## src/logic/i2cirq_consts.vh

```
`ifndef I2CIRQ_CONSTS_VH
`define I2CIRQ_CONSTS_VH

// Register byte offsets on the Avalon-MM slave.
`define I2CIRQ_RAW_OFS      8'h14
`define I2CIRQ_MASKED_OFS   8'h18
`define I2CIRQ_CLEAR_OFS    8'h1c
`define I2CIRQ_MASK_OFS     8'h10

// Field positions shared by the raw, masked, mask and clear registers.
`define I2CIRQ_BIT_MASTER   0
`define I2CIRQ_BIT_CLKTO    1
`define I2CIRQ_BIT_RXDMA    2
`define I2CIRQ_BIT_TXDMA    3
`define I2CIRQ_BIT_NACK     4
`define I2CIRQ_BIT_START    5
`define I2CIRQ_BIT_STOP     6
`define I2CIRQ_BIT_ARBLOST  7
`define I2CIRQ_BIT_TXREQ    8
`define I2CIRQ_BIT_RXREQ    9
`define I2CIRQ_BIT_TXFE     10
`define I2CIRQ_BIT_RXFF     11

// Number of implemented status bits; bits above read as zero.
`define I2CIRQ_NBITS        12

// Reset values.
`define I2CIRQ_STATUS_RST   12'h000
`define I2CIRQ_MASK_RST     12'h000

`endif

```

## src/logic/i2cirq_status.v

```verilog
// Design decision made here: the Avalon-MM register port.
`timescale 1ns/1ps
`default_nettype none
`include "i2cirq_consts.vh"

module i2cirq_status (
	// Clock, reset and the enable that freezes every flop while low.
	input  wire        sys_clk,
	input  wire        rst_n,
	input  wire        clk_en,

	// Avalon-MM slave; only byte lanes 0 and 1 carry status bits.
	input  wire [7:0]  avs_address,
	input  wire        avs_read,
	input  wire        avs_write,
	input  wire [31:0] avs_writedata,
	input  wire [3:0]  avs_byteenable,
	output reg  [31:0] avs_readdata,
	output wire        avs_waitrequest,
	output reg  [1:0]  avs_response,

	// One-cycle event pulses from the bus engine and the DMA.
	input  wire        ev_start_detect,
	input  wire        ev_stop_detect,
	input  wire        ev_arb_lost,
	input  wire        ev_nack,
	input  wire        ev_tx_dma_done,
	input  wire        ev_rx_dma_done,
	input  wire        ev_clock_timeout,
	input  wire        ev_master_done,
	input  wire        ev_next_byte_req,
	input  wire        ev_tx_request,

	// Levels from the FIFO engine; their flags set on a rising edge.
	input  wire        rx_fifo_full,
	input  wire        tx_fifo_empty,
	input  wire        rx_trigger_reached,
	input  wire        rx_fifo_has_data,
	input  wire        burst_count_zero,

	// Status words for the interrupt controller.
	output wire [11:0] raw_irq_status,
	output wire [11:0] masked_irq_status,
	output wire        irq
);

	// Status and mask storage.
	reg  [11:0] raw_irq_status_reg;
	reg  [11:0] irq_mask;
	reg         ack_pending;
	reg         tx_fe_prev;
	reg         rx_ff_prev;
	reg         rx_req_prev;
	reg  [11:0] next_raw;
	wire [11:0] set_ev;
	wire [11:0] clr_ev;
	wire        rx_req_cond;
	wire        wr_take;
	wire        rd_take;

	// Per-field clear strobes decoded from one accepted clear-register write.
	wire        master_intr_clear;
	wire        clock_timeout_clear;
	wire        rx_dma_done_clear;
	wire        tx_dma_done_clear;
	wire        nack_clear;
	wire        start_detect_clear;
	wire        stop_detect_clear;
	wire        arb_lost_clear;
	wire        tx_request_clear;
	wire        rx_request_clear;
	wire        tx_fifo_empty_clear;
	wire        rx_fifo_full_clear;

	// Named views of the stored raw flags.
	wire        raw_master_flag;
	wire        raw_clock_timeout_flag;
	wire        raw_rx_dma_done_flag;
	wire        raw_tx_dma_done_flag;
	wire        raw_nack_flag;
	wire        raw_start_detect_flag;
	wire        raw_stop_detect_flag;
	wire        raw_arb_lost_flag;
	wire        raw_tx_request_flag;
	wire        raw_rx_request_flag;
	wire        raw_tx_fifo_empty_flag;
	wire        raw_rx_fifo_full_flag;

	// Masked views of the FIFO flags and of the nine low flags.
	wire        masked_rx_request_flag;
	wire        masked_tx_fifo_empty_flag;
	wire        masked_rx_fifo_full_flag;
	wire [8:0]  masked_low;

	// True when an access addresses the given register offset.
	function hit;
		input [7:0] addr;
		input [7:0] ofs;
		begin
			hit = (addr == ofs);
		end
	endfunction

	// Next value of one sticky flag. The set term sits outside the clear so an
	// event that lands in the clearing cycle is kept rather than lost.
	function flag_next;
		input cur_bit;
		input set_bit;
		input clr_bit;
		begin
			flag_next = set_bit | (cur_bit & ~clr_bit);
		end
	endfunction

	// True for the four implemented register offsets.
	function mapped;
		input [7:0] addr;
		begin
			mapped = hit(addr, `I2CIRQ_RAW_OFS) || hit(addr, `I2CIRQ_MASKED_OFS) ||
				hit(addr, `I2CIRQ_MASK_OFS) || hit(addr, `I2CIRQ_CLEAR_OFS);
		end
	endfunction

	// Each access waits one cycle so read data can be registered; the
	// second cycle drops waitrequest and the master samples then. A low clock
	// enable keeps waitrequest high, so no write is dropped while frozen.
	assign avs_waitrequest = (avs_read | avs_write) & ~(ack_pending & clk_en);
	assign wr_take         = avs_write & ack_pending & clk_en;
	assign rd_take         = avs_read & ~ack_pending & clk_en;

	// Receive request level condition. A hand-over from one source to the
	// other keeps it high and therefore is not a new set event.
	assign rx_req_cond = rx_trigger_reached | (rx_fifo_has_data & burst_count_zero);

	// Hardware set events. FIFO levels set only on their rising edge, so a
	// cleared flag stays down while the level itself persists.
	assign set_ev[`I2CIRQ_BIT_MASTER]  = ev_master_done | ev_next_byte_req;
	assign set_ev[`I2CIRQ_BIT_CLKTO]   = ev_clock_timeout;
	assign set_ev[`I2CIRQ_BIT_RXDMA]   = ev_rx_dma_done;
	assign set_ev[`I2CIRQ_BIT_TXDMA]   = ev_tx_dma_done;
	assign set_ev[`I2CIRQ_BIT_NACK]    = ev_nack;
	assign set_ev[`I2CIRQ_BIT_START]   = ev_start_detect;
	assign set_ev[`I2CIRQ_BIT_STOP]    = ev_stop_detect;
	assign set_ev[`I2CIRQ_BIT_ARBLOST] = ev_arb_lost;
	assign set_ev[`I2CIRQ_BIT_TXREQ]   = ev_tx_request;
	assign set_ev[`I2CIRQ_BIT_RXREQ]   = rx_req_cond & ~rx_req_prev;
	assign set_ev[`I2CIRQ_BIT_TXFE]    = tx_fifo_empty & ~tx_fe_prev;
	assign set_ev[`I2CIRQ_BIT_RXFF]    = rx_fifo_full & ~rx_ff_prev;

	// Write-one-to-clear strobes from the clear register, low two lanes only.
	assign clr_ev = (wr_take && hit(avs_address, `I2CIRQ_CLEAR_OFS)) ?
		(avs_writedata[11:0] & {{4{avs_byteenable[1]}}, {8{avs_byteenable[0]}}}) :
		12'h000;

	// Split the clear word into one strobe per field.
	assign master_intr_clear   = clr_ev[`I2CIRQ_BIT_MASTER];
	assign clock_timeout_clear = clr_ev[`I2CIRQ_BIT_CLKTO];
	assign rx_dma_done_clear   = clr_ev[`I2CIRQ_BIT_RXDMA];
	assign tx_dma_done_clear   = clr_ev[`I2CIRQ_BIT_TXDMA];
	assign nack_clear          = clr_ev[`I2CIRQ_BIT_NACK];
	assign start_detect_clear  = clr_ev[`I2CIRQ_BIT_START];
	assign stop_detect_clear   = clr_ev[`I2CIRQ_BIT_STOP];
	assign arb_lost_clear      = clr_ev[`I2CIRQ_BIT_ARBLOST];
	assign tx_request_clear    = clr_ev[`I2CIRQ_BIT_TXREQ];
	assign rx_request_clear    = clr_ev[`I2CIRQ_BIT_RXREQ];
	assign tx_fifo_empty_clear = clr_ev[`I2CIRQ_BIT_TXFE];
	assign rx_fifo_full_clear  = clr_ev[`I2CIRQ_BIT_RXFF];

	// Named views of the stored flags, used by the next-state and mask logic.
	assign raw_master_flag        = raw_irq_status_reg[`I2CIRQ_BIT_MASTER];
	assign raw_clock_timeout_flag = raw_irq_status_reg[`I2CIRQ_BIT_CLKTO];
	assign raw_rx_dma_done_flag   = raw_irq_status_reg[`I2CIRQ_BIT_RXDMA];
	assign raw_tx_dma_done_flag   = raw_irq_status_reg[`I2CIRQ_BIT_TXDMA];
	assign raw_nack_flag          = raw_irq_status_reg[`I2CIRQ_BIT_NACK];
	assign raw_start_detect_flag  = raw_irq_status_reg[`I2CIRQ_BIT_START];
	assign raw_stop_detect_flag   = raw_irq_status_reg[`I2CIRQ_BIT_STOP];
	assign raw_arb_lost_flag      = raw_irq_status_reg[`I2CIRQ_BIT_ARBLOST];
	assign raw_tx_request_flag    = raw_irq_status_reg[`I2CIRQ_BIT_TXREQ];
	assign raw_rx_request_flag    = raw_irq_status_reg[`I2CIRQ_BIT_RXREQ];
	assign raw_tx_fifo_empty_flag = raw_irq_status_reg[`I2CIRQ_BIT_TXFE];
	assign raw_rx_fifo_full_flag  = raw_irq_status_reg[`I2CIRQ_BIT_RXFF];

	// Set has priority over clear so an event in the clearing cycle survives;
	// only a write of one to the matching clear bit takes a flag down.
	always @* begin
		next_raw = `I2CIRQ_STATUS_RST;
		next_raw[`I2CIRQ_BIT_MASTER] = flag_next(raw_master_flag,
			set_ev[`I2CIRQ_BIT_MASTER], master_intr_clear);
		next_raw[`I2CIRQ_BIT_CLKTO] = flag_next(raw_clock_timeout_flag,
			set_ev[`I2CIRQ_BIT_CLKTO], clock_timeout_clear);
		next_raw[`I2CIRQ_BIT_RXDMA] = flag_next(raw_rx_dma_done_flag,
			set_ev[`I2CIRQ_BIT_RXDMA], rx_dma_done_clear);
		next_raw[`I2CIRQ_BIT_TXDMA] = flag_next(raw_tx_dma_done_flag,
			set_ev[`I2CIRQ_BIT_TXDMA], tx_dma_done_clear);
		next_raw[`I2CIRQ_BIT_NACK] = flag_next(raw_nack_flag,
			set_ev[`I2CIRQ_BIT_NACK], nack_clear);
		next_raw[`I2CIRQ_BIT_START] = flag_next(raw_start_detect_flag,
			set_ev[`I2CIRQ_BIT_START], start_detect_clear);
		next_raw[`I2CIRQ_BIT_STOP] = flag_next(raw_stop_detect_flag,
			set_ev[`I2CIRQ_BIT_STOP], stop_detect_clear);
		next_raw[`I2CIRQ_BIT_ARBLOST] = flag_next(raw_arb_lost_flag,
			set_ev[`I2CIRQ_BIT_ARBLOST], arb_lost_clear);
		next_raw[`I2CIRQ_BIT_TXREQ] = flag_next(raw_tx_request_flag,
			set_ev[`I2CIRQ_BIT_TXREQ], tx_request_clear);
		next_raw[`I2CIRQ_BIT_RXREQ] = flag_next(raw_rx_request_flag,
			set_ev[`I2CIRQ_BIT_RXREQ], rx_request_clear);
		next_raw[`I2CIRQ_BIT_TXFE] = flag_next(raw_tx_fifo_empty_flag,
			set_ev[`I2CIRQ_BIT_TXFE], tx_fifo_empty_clear);
		next_raw[`I2CIRQ_BIT_RXFF] = flag_next(raw_rx_fifo_full_flag,
			set_ev[`I2CIRQ_BIT_RXFF], rx_fifo_full_clear);
	end

	// Status flags and level history. The history flops reset low, so a
	// level that is already high when reset lifts gives one set event; the
	// interrupt controller sees it as pending rather than missing it.
	always @(posedge sys_clk or negedge rst_n) begin
		if (!rst_n) begin
			raw_irq_status_reg <= `I2CIRQ_STATUS_RST;
			tx_fe_prev         <= 1'b0;
			rx_ff_prev         <= 1'b0;
			rx_req_prev        <= 1'b0;
		end else if (clk_en) begin
			raw_irq_status_reg <= next_raw;
			tx_fe_prev         <= tx_fifo_empty;
			rx_ff_prev         <= rx_fifo_full;
			rx_req_prev        <= rx_req_cond;
		end
	end

	// Mask register, written with byte enables. The write is only taken on
	// the answering cycle, so a frozen clock enable cannot half-apply it.
	always @(posedge sys_clk or negedge rst_n) begin
		if (!rst_n) begin
			irq_mask <= `I2CIRQ_MASK_RST;
		end else if (wr_take && hit(avs_address, `I2CIRQ_MASK_OFS)) begin
			if (avs_byteenable[0]) begin
				irq_mask[7:0] <= avs_writedata[7:0];
			end
			if (avs_byteenable[1]) begin
				irq_mask[11:8] <= avs_writedata[11:8];
			end
		end
	end

	// Masking and interrupt combine. The masked word is pure logic on the
	// raw flags and the mask, so one clear drops raw and masked together.
	assign raw_irq_status            = raw_irq_status_reg;
	assign masked_rx_request_flag    = raw_rx_request_flag & irq_mask[`I2CIRQ_BIT_RXREQ];
	assign masked_tx_fifo_empty_flag = raw_tx_fifo_empty_flag & irq_mask[`I2CIRQ_BIT_TXFE];
	assign masked_rx_fifo_full_flag  = raw_rx_fifo_full_flag & irq_mask[`I2CIRQ_BIT_RXFF];
	assign masked_low                = raw_irq_status_reg[8:0] & irq_mask[8:0];
	assign masked_irq_status         = {masked_rx_fifo_full_flag, masked_tx_fifo_empty_flag,
		masked_rx_request_flag, masked_low};
	assign irq                       = |masked_irq_status;

	// Bus handshake and registered read data. Unmapped reads return zero
	// with a decode-error response; writes to read-only words are ignored.
	always @(posedge sys_clk or negedge rst_n) begin
		if (!rst_n) begin
			ack_pending  <= 1'b0;
			avs_readdata <= 32'h0000_0000;
			avs_response <= 2'h0;
		end else if (clk_en) begin
			ack_pending <= (avs_read | avs_write) & ~ack_pending;
			if (rd_take) begin
				avs_response <= 2'h0;
				case (avs_address)
					`I2CIRQ_RAW_OFS: begin
						avs_readdata <= {20'h00000, raw_irq_status_reg};
					end
					`I2CIRQ_MASKED_OFS: begin
						avs_readdata <= {20'h00000, masked_irq_status};
					end
					`I2CIRQ_MASK_OFS: begin
						avs_readdata <= {20'h00000, irq_mask};
					end
					`I2CIRQ_CLEAR_OFS: begin
						avs_readdata <= 32'h0000_0000;
					end
					default: begin
						avs_readdata <= 32'h0000_0000;
						avs_response <= 2'h3;
					end
				endcase
			end else if (avs_write & ~ack_pending) begin
				avs_response <= mapped(avs_address) ? 2'h0 : 2'h3;
			end
		end
	end

endmodule // i2cirq_status

`default_nettype wire

```

## config.mk

```make
export PLATFORM = sky130hd
export DESIGN_NAME = i2cirq_status
export DESIGN_NICKNAME = d
export VERILOG_FILES = /design/src/logic/i2cirq_status.v
export VERILOG_INCLUDE_DIRS = /design/src /design/src/logic
export SDC_FILE = /design/constraint.sdc
export NUM_CORES = 1
export LEC_CHECK = 0
export ABC_AREA = 1
export BUFFER_PORTS_ARGS = -buffer_cell sky130_fd_sc_hd__buf_2
export CAP_MARGIN = 40
export CORE_AREA = 2 2 84 86
export DETAILED_ROUTE_END_ITERATION = 10
export DIE_AREA = 0 0 86 88
export GPL_ROUTABILITY_DRIVEN = 0
export PLACE_DENSITY = 0.67
export SLEW_MARGIN = 40
export SYNTH_ARGS = -nofsm -noshare
export SYNTH_HDL_FRONTEND = slang
export SYNTH_SLANG_ARGS = --single-unit
```

## constraint.sdc

```tcl
create_clock -name sys_clk -period 1.4 [get_ports sys_clk]
set_input_delay 0.21 -clock sys_clk [delete_from_list [all_inputs] [get_ports sys_clk]]
set_output_delay 0.21 -clock sys_clk [all_outputs]
set_load 0.005 [all_outputs]
```

==> impl_metrics.ini, run 1 <==
[timing]
slew_violations = 0
grt_setup_unrepaired = yes
report.final.setup_viol = 1
finalHoldViolations = 0
fin_crit_sh_pct = 106
max_freq_mhz = 672
skew_ns = 0.0102
worst_slack_ns = -0.0883
period_minus_slack_ns = 1.49

[synthesis]
ys_seq_elements = 41
ys_warn_count = 0
synth_cells = 354
synth.distinct_cells = 25
synth_top_family_by_area = simple AND/OR/NAND/NOR gates
synth_compound_area_share_pct = 1.74
yosys.area_share.simple_pct = 40.6
netlist_area_mm2 = 0.00259
synth_mux_area_share_pct = 0
syn_area_per_cell_um2 = 7.33
synth-xor-area-share_pct = 0
synth-seq-area-share_pct = 39.5
synthAdderAreaFrac_pct = 0

[routing]
num_vias = 2437
wl_met1_mm = 2.86
viasPerCell = 4.63
drt-initial-drc-count = 197
highest_layer = met4
wl_met3_um = 477
drc_errors = 0
wl_per_cell_um = 12.1
wl_met2_mm = 2.99
wirelength_mm = 6.39
drt_pre_antenna_iters = 5
ant_nets = 0

[floorplanning]
core_mm2 = 0.00664
pin_count = 124
die_h_um = 88
die-area_mm2 = 0.00757
initial_core_util_pct = 39.1
rows = 30
die-width_um = 86

[finish]
fin_area_mm2 = 0.00318
drive_above_1_share_pct = 31.4
finish.net_count = 509
num_antenna_cells = 0
final_util_pct = 47.8
syn_to_final_growth_pct = 22.5
multi_input_area_mm2 = 0.00118
seq_area_mm2 = 0.00103
instances_no_fill = 526
fill_cells = 681

[power_and_ir_drop]
power_density_mw_per_mm2 = 776
peakVddDrop_uv = 464
p_total_uw = 2470
p_leak_uw = 0.00189

[worst_setup_path]
critPathKind = reg2out
r2r_start = ack_pending
cp_cell_sequence = nand2_1 > inv_2 > nor4_2 > nand2_1 > buf_2
critPathTopFamily = flip-flops
path_buf_inv = 2
arrival_ns = 1.28
r2r-end = raw_irq_status[1]
rrSetupSlack_ns = 0.18
reg2reg_depth = 6
end_kind = primary output
slowest_stage = dfrtp_1
worst-path-max-fanout = 2
crit_path_start_kind = flip-flop
critPathMaxStageDelay_ns = 0.41
required_ns = 1.19
cp_common_cell = nand2_1

[global_routing]
grt_pass1_wl_mm = 10.4
overflow = 0
grt_pass1_vias = 2159
grt_usage_pct = 17.4
grt_max_degree = 42
antenna_found_initial = 0

[placement]
place_inst = 507
dp_hpwl_mm = 4.85
port_buffers = 81
preCtsSetupSlack_ns = 0.155
place_area_mm2 = 0.00297

[flow_run]
cap_violations = 0

[outcome]
status = complete, but fails checks
violations = setup timing

[clock_network]
clkLatencyLatePin_ns = 0.29
htreeDepth = 2
cts_max_path_buffers = 2
cts_buffers = 5
cts-root-buf = clkbuf_8
cts.sinks = 41
cts_tree = built
clk_pin_slew_worst_paths_ns = 0.08

[worst_hold_path]
hold_path_end = raw_irq_status[5]
worstHoldPathType = in2reg
hp-start = ev_start_detect
hold-path-cell-count = 3
==> per-stage QoR <==
stage,TNS [ns],hold WS (ns)
floorplan,0,-0.0856
global placement,0,0.298
detailed placement,0,0.302
CTS,-0.0917,0.101
global route,-0.158,0.108
finish,-0.0883,0.111
==> Yosys cell counts (all sizes together) <==
library cell,number,share of area [%]
nand4,14,3.4
dfrtp,41,40
clkbuf,4,0.58
o21ai,5,0.96
a21oi,1,0.19
conb,1,0.14
nand3,67,15
a21o,1,0.29
nor4,1,0.24
inv,38,5.5
nor2,9,2.2
and2,1,0.34
o211ai,1,0.29
nor3,1,0.19
nor2b,1,0.53
buf,38,12
nand2,130,19
==> where the power goes <==
part	switching (uW)	internal [uW]	total, uW
clock network	402	535	937
registers	14.3	1210	1220
logic	194	113	307
==> cell type report <==
type                       count  area share (%)
tap                           80            3.15
clock inverter                 2            1.22
sequential                    41            32.3
timing repair buffer         107            19.4
inverter                      38            4.49
clock buffer                   6            2.28
multi-input combinational    252            37.2
==> cells in the final DEF (no fill, tap or decap), types with 2 or more instances in the layout <==
| cell type | instances |
|---|---|
| buf_2 | 81 |
| buf_4 | 24 |
| clkbuf_8 | 5 |
| conb_1 | 20 |
| dfrtp_1 | 41 |
| inv_1 | 31 |
| inv_2 | 7 |
| nand2_1 | 128 |
| nand2_2 | 2 |
| nand3_1 | 57 |
| nand3_2 | 10 |
| nand4_1 | 14 |
| nor2_1 | 4 |
| nor2_2 | 3 |
| nor2_4 | 2 |
| o21ai_0 | 5 |
==> worst max-delay path by stage <==
stage / start / endpoint / slack [ns] / cells past startpoint
floorplan: raw_irq_status[2] / irq / 0.33 / 4
global route: raw_irq_status[0] / irq / -0.16 / 5
CTS: raw_irq_status[0] / irq / -0.09 / 5
finish: raw_irq_status[0] / irq / -0.09 / 5
global placement: avs_address[5] / raw_irq_status[0] / 0.17 / 9
detailed placement: avs_address[5] / raw_irq_status[0] / 0.16 / 9
==> logic make-up after synthesis <==
logic type / count (synthesis)
other: 1
DFF: 41
and+or+nand+nor: 224
AOI/OAI and AO/OA: 8
buffers and inverters: 80
==> worst reg2reg max path, delay by kind of cell, from the launching register on <==
| family | cells | cell delay, ns |
|---|---|---|
| AND/OR/NAND/NOR | 5 | 0.48 |
| flip-flops | 1 | 0.40 |
| buffers and inverters | 1 | 0.25 |
==> routing by layer <==
metal	GRT usage, %	vias to the layer above
li1	-	1260
met1	23.3	1069
met2	28.7	102
met3	4.15	6
met4	4.18	0
met5	0	-
==> what timing repair did <==
item,CTS,global route
setup buffers,7,3
hold endpoints to repair,41,0
setup endpoints to repair,1,1
hold buffers,1,0
pin swaps,4,0
resized for setup,3,1
No activity file was read; power rests on OpenSTA's default activity.
==> run 2: changes to the inputs <==
--- a/config.mk
+++ b/config.mk
@@ -14,6 +14,7 @@
 export DIE_AREA = 0 0 86 88
 export GPL_ROUTABILITY_DRIVEN = 0
 export PLACE_DENSITY = 0.67
+export SKIP_CTS_REPAIR_TIMING = 1
 export SLEW_MARGIN = 40
 export SYNTH_ARGS = -nofsm -noshare
 export SYNTH_HDL_FRONTEND = slang
==> impl_metrics.ini, run 2 (synthesized netlist as in run 1, its figures left out) <==
[outcome]
status = complete, but fails checks
violations = setup timing

[routing]
drt-initial-drc-count = 178
wirelength_mm = 6.16
num_vias = 2370
wl_per_cell_um = 11.8
drc_errors = 0
viasPerCell = 4.55
ant_nets = 0
drt_pre_antenna_iters = 4

[finish]
final_util_pct = 47.2
mostFrequentLayoutCell = nand2_1
syn_to_final_growth_pct = 20.9
fill_cells = 691
drive_above_1_share_pct = 30.4
finish.net_count = 504
num_antenna_cells = 0
final_cell_mix = 129 x nand2_1, 81 x buf_2, 57 x nand3_1, 41 x dfrtp_1, 31 x inv_1

[global_routing]
grt_pass1_wl_mm = 9.96
overflow = 0
grt_pass1_vias = 2101
antenna_found_initial = 0
grt_max_degree = 42
grt_usage_pct = 16.7

[timing]
skew_ns = 0.00846
worst_slack_ns = -0.0900
finalHoldWorstSlack_ns = 0.112
slew_violations = 0
finalHoldViolations = 0
max_freq_mhz = 671
grt_setup_unrepaired = yes
period_minus_slack_ns = 1.49
report.final.setup_viol = 1
fin_crit_sh_pct = 106

[power_and_ir_drop]
clkPwrFrac_pct = 38.1
peakVddDrop_uv = 464
p_sw_uw = 611
p_int_uw = 1850
p_leak_uw = 0.00187
combPwrFrac_pct = 12.4
power_frac_seq_pct = 49.5
p_total_uw = 2470
swShare_pct = 24.8
power_density_mw_per_mm2 = 786

[flow_run]
cap_violations = 0

[floorplanning]
die-width_um = 86
die-area_mm2 = 0.00757
initial_core_util_pct = 39.1
rows = 30
pin_count = 124
die_h_um = 88
core_mm2 = 0.00664

[worst_hold_path]
hold-path-cell-count = 3
worstHoldPathType = in2reg

[clock_network]
cts-root-buf = clkbuf_8
cts_tree = built
cts_buffers = 5
cts.sinks = 41
htreeDepth = 2
clk_pin_slew_worst_paths_ns = 0.08
clkLatencyLatePin_ns = 0.29
cts_max_path_buffers = 2

[worst_setup_path]
arrival_ns = 1.28
required_ns = 1.19
end_kind = primary output
reg2reg_depth = 6
worst-path-max-fanout = 4
critPathKind = reg2out
crit_path_start_kind = flip-flop

[placement]
dp_hpwl_mm = 4.85
port_buffers = 81
==> run 2: routing by layer <==
metal	GRT usage (%)	share of wire, %	vias to the layer above
li1	-	-	1250
met1	22.2	45	1041
met2	27.6	47	75
met3	4.15	7.6	4
met4	3.90	0.86	0
met5	0	0	-
==> run 2: through the flow <==
step / setup TNS [ns] / worst slack [ns] / instance area (um^2) / std cells
after global placement: 0 / 0.170 / 2970 / 507
after floorplan: 0 / 0.331 / 2670 / 373
after CTS: -0.139 / -0.139 / 3080 / 515
after global routing: -0.184 / -0.184 / 3140 / 521
after detailed placement: 0 / 0.155 / 2970 / 507
final: -0.0900 / -0.0900 / 3140 / 521
==> run 2: area by class of cell <==
type | instances | area (um^2) | share of cell area, %
inverter | 38 | 143 | 4.55
tap | 80 | 100 | 3.19
sequential | 41 | 1030 | 32.7
timing repair buffer | 102 | 578 | 18.4
clock buffer | 6 | 72.6 | 2.31
multi-input combinational | 252 | 1180 | 37.6
clock inverter | 2 | 38.8 | 1.24
==> run 2: power groups by stage <==
stage          logic [uW]  registers, uW  clock network (uW)
2_1_floorplan         218           1240                   0
3_3_place_gp          299           1240                   0
3_5_place_dp          303           1240                   0
4_1_cts               305           1220                 967
5_1_grt               351           1220                1020
6_report              306           1220                 938
==> run 2: worst paths after layout <==
path                                        start           endpoint  slack (ns)
max in group asynchronous                   rst_n    avs_readdata[1]        0.55
worst max-delay path            raw_irq_status[1]                irq       -0.09
worst min-delay path              ev_start_detect  raw_irq_status[5]        0.11
min in group asynchronous                   rst_n        rx_req_prev        0.50
worst min register to register   avs_readdata[11]   avs_readdata[11]        0.48
worst max register to register        ack_pending  raw_irq_status[1]        0.19
==> run 2: critical path: stages (launching register included) <==
cell	delay, ns
dfrtp_1	0.43
nand2_1	0.08
inv_1	0.07
nor4_2	0.20
nand2_1	0.08
buf_2	0.13
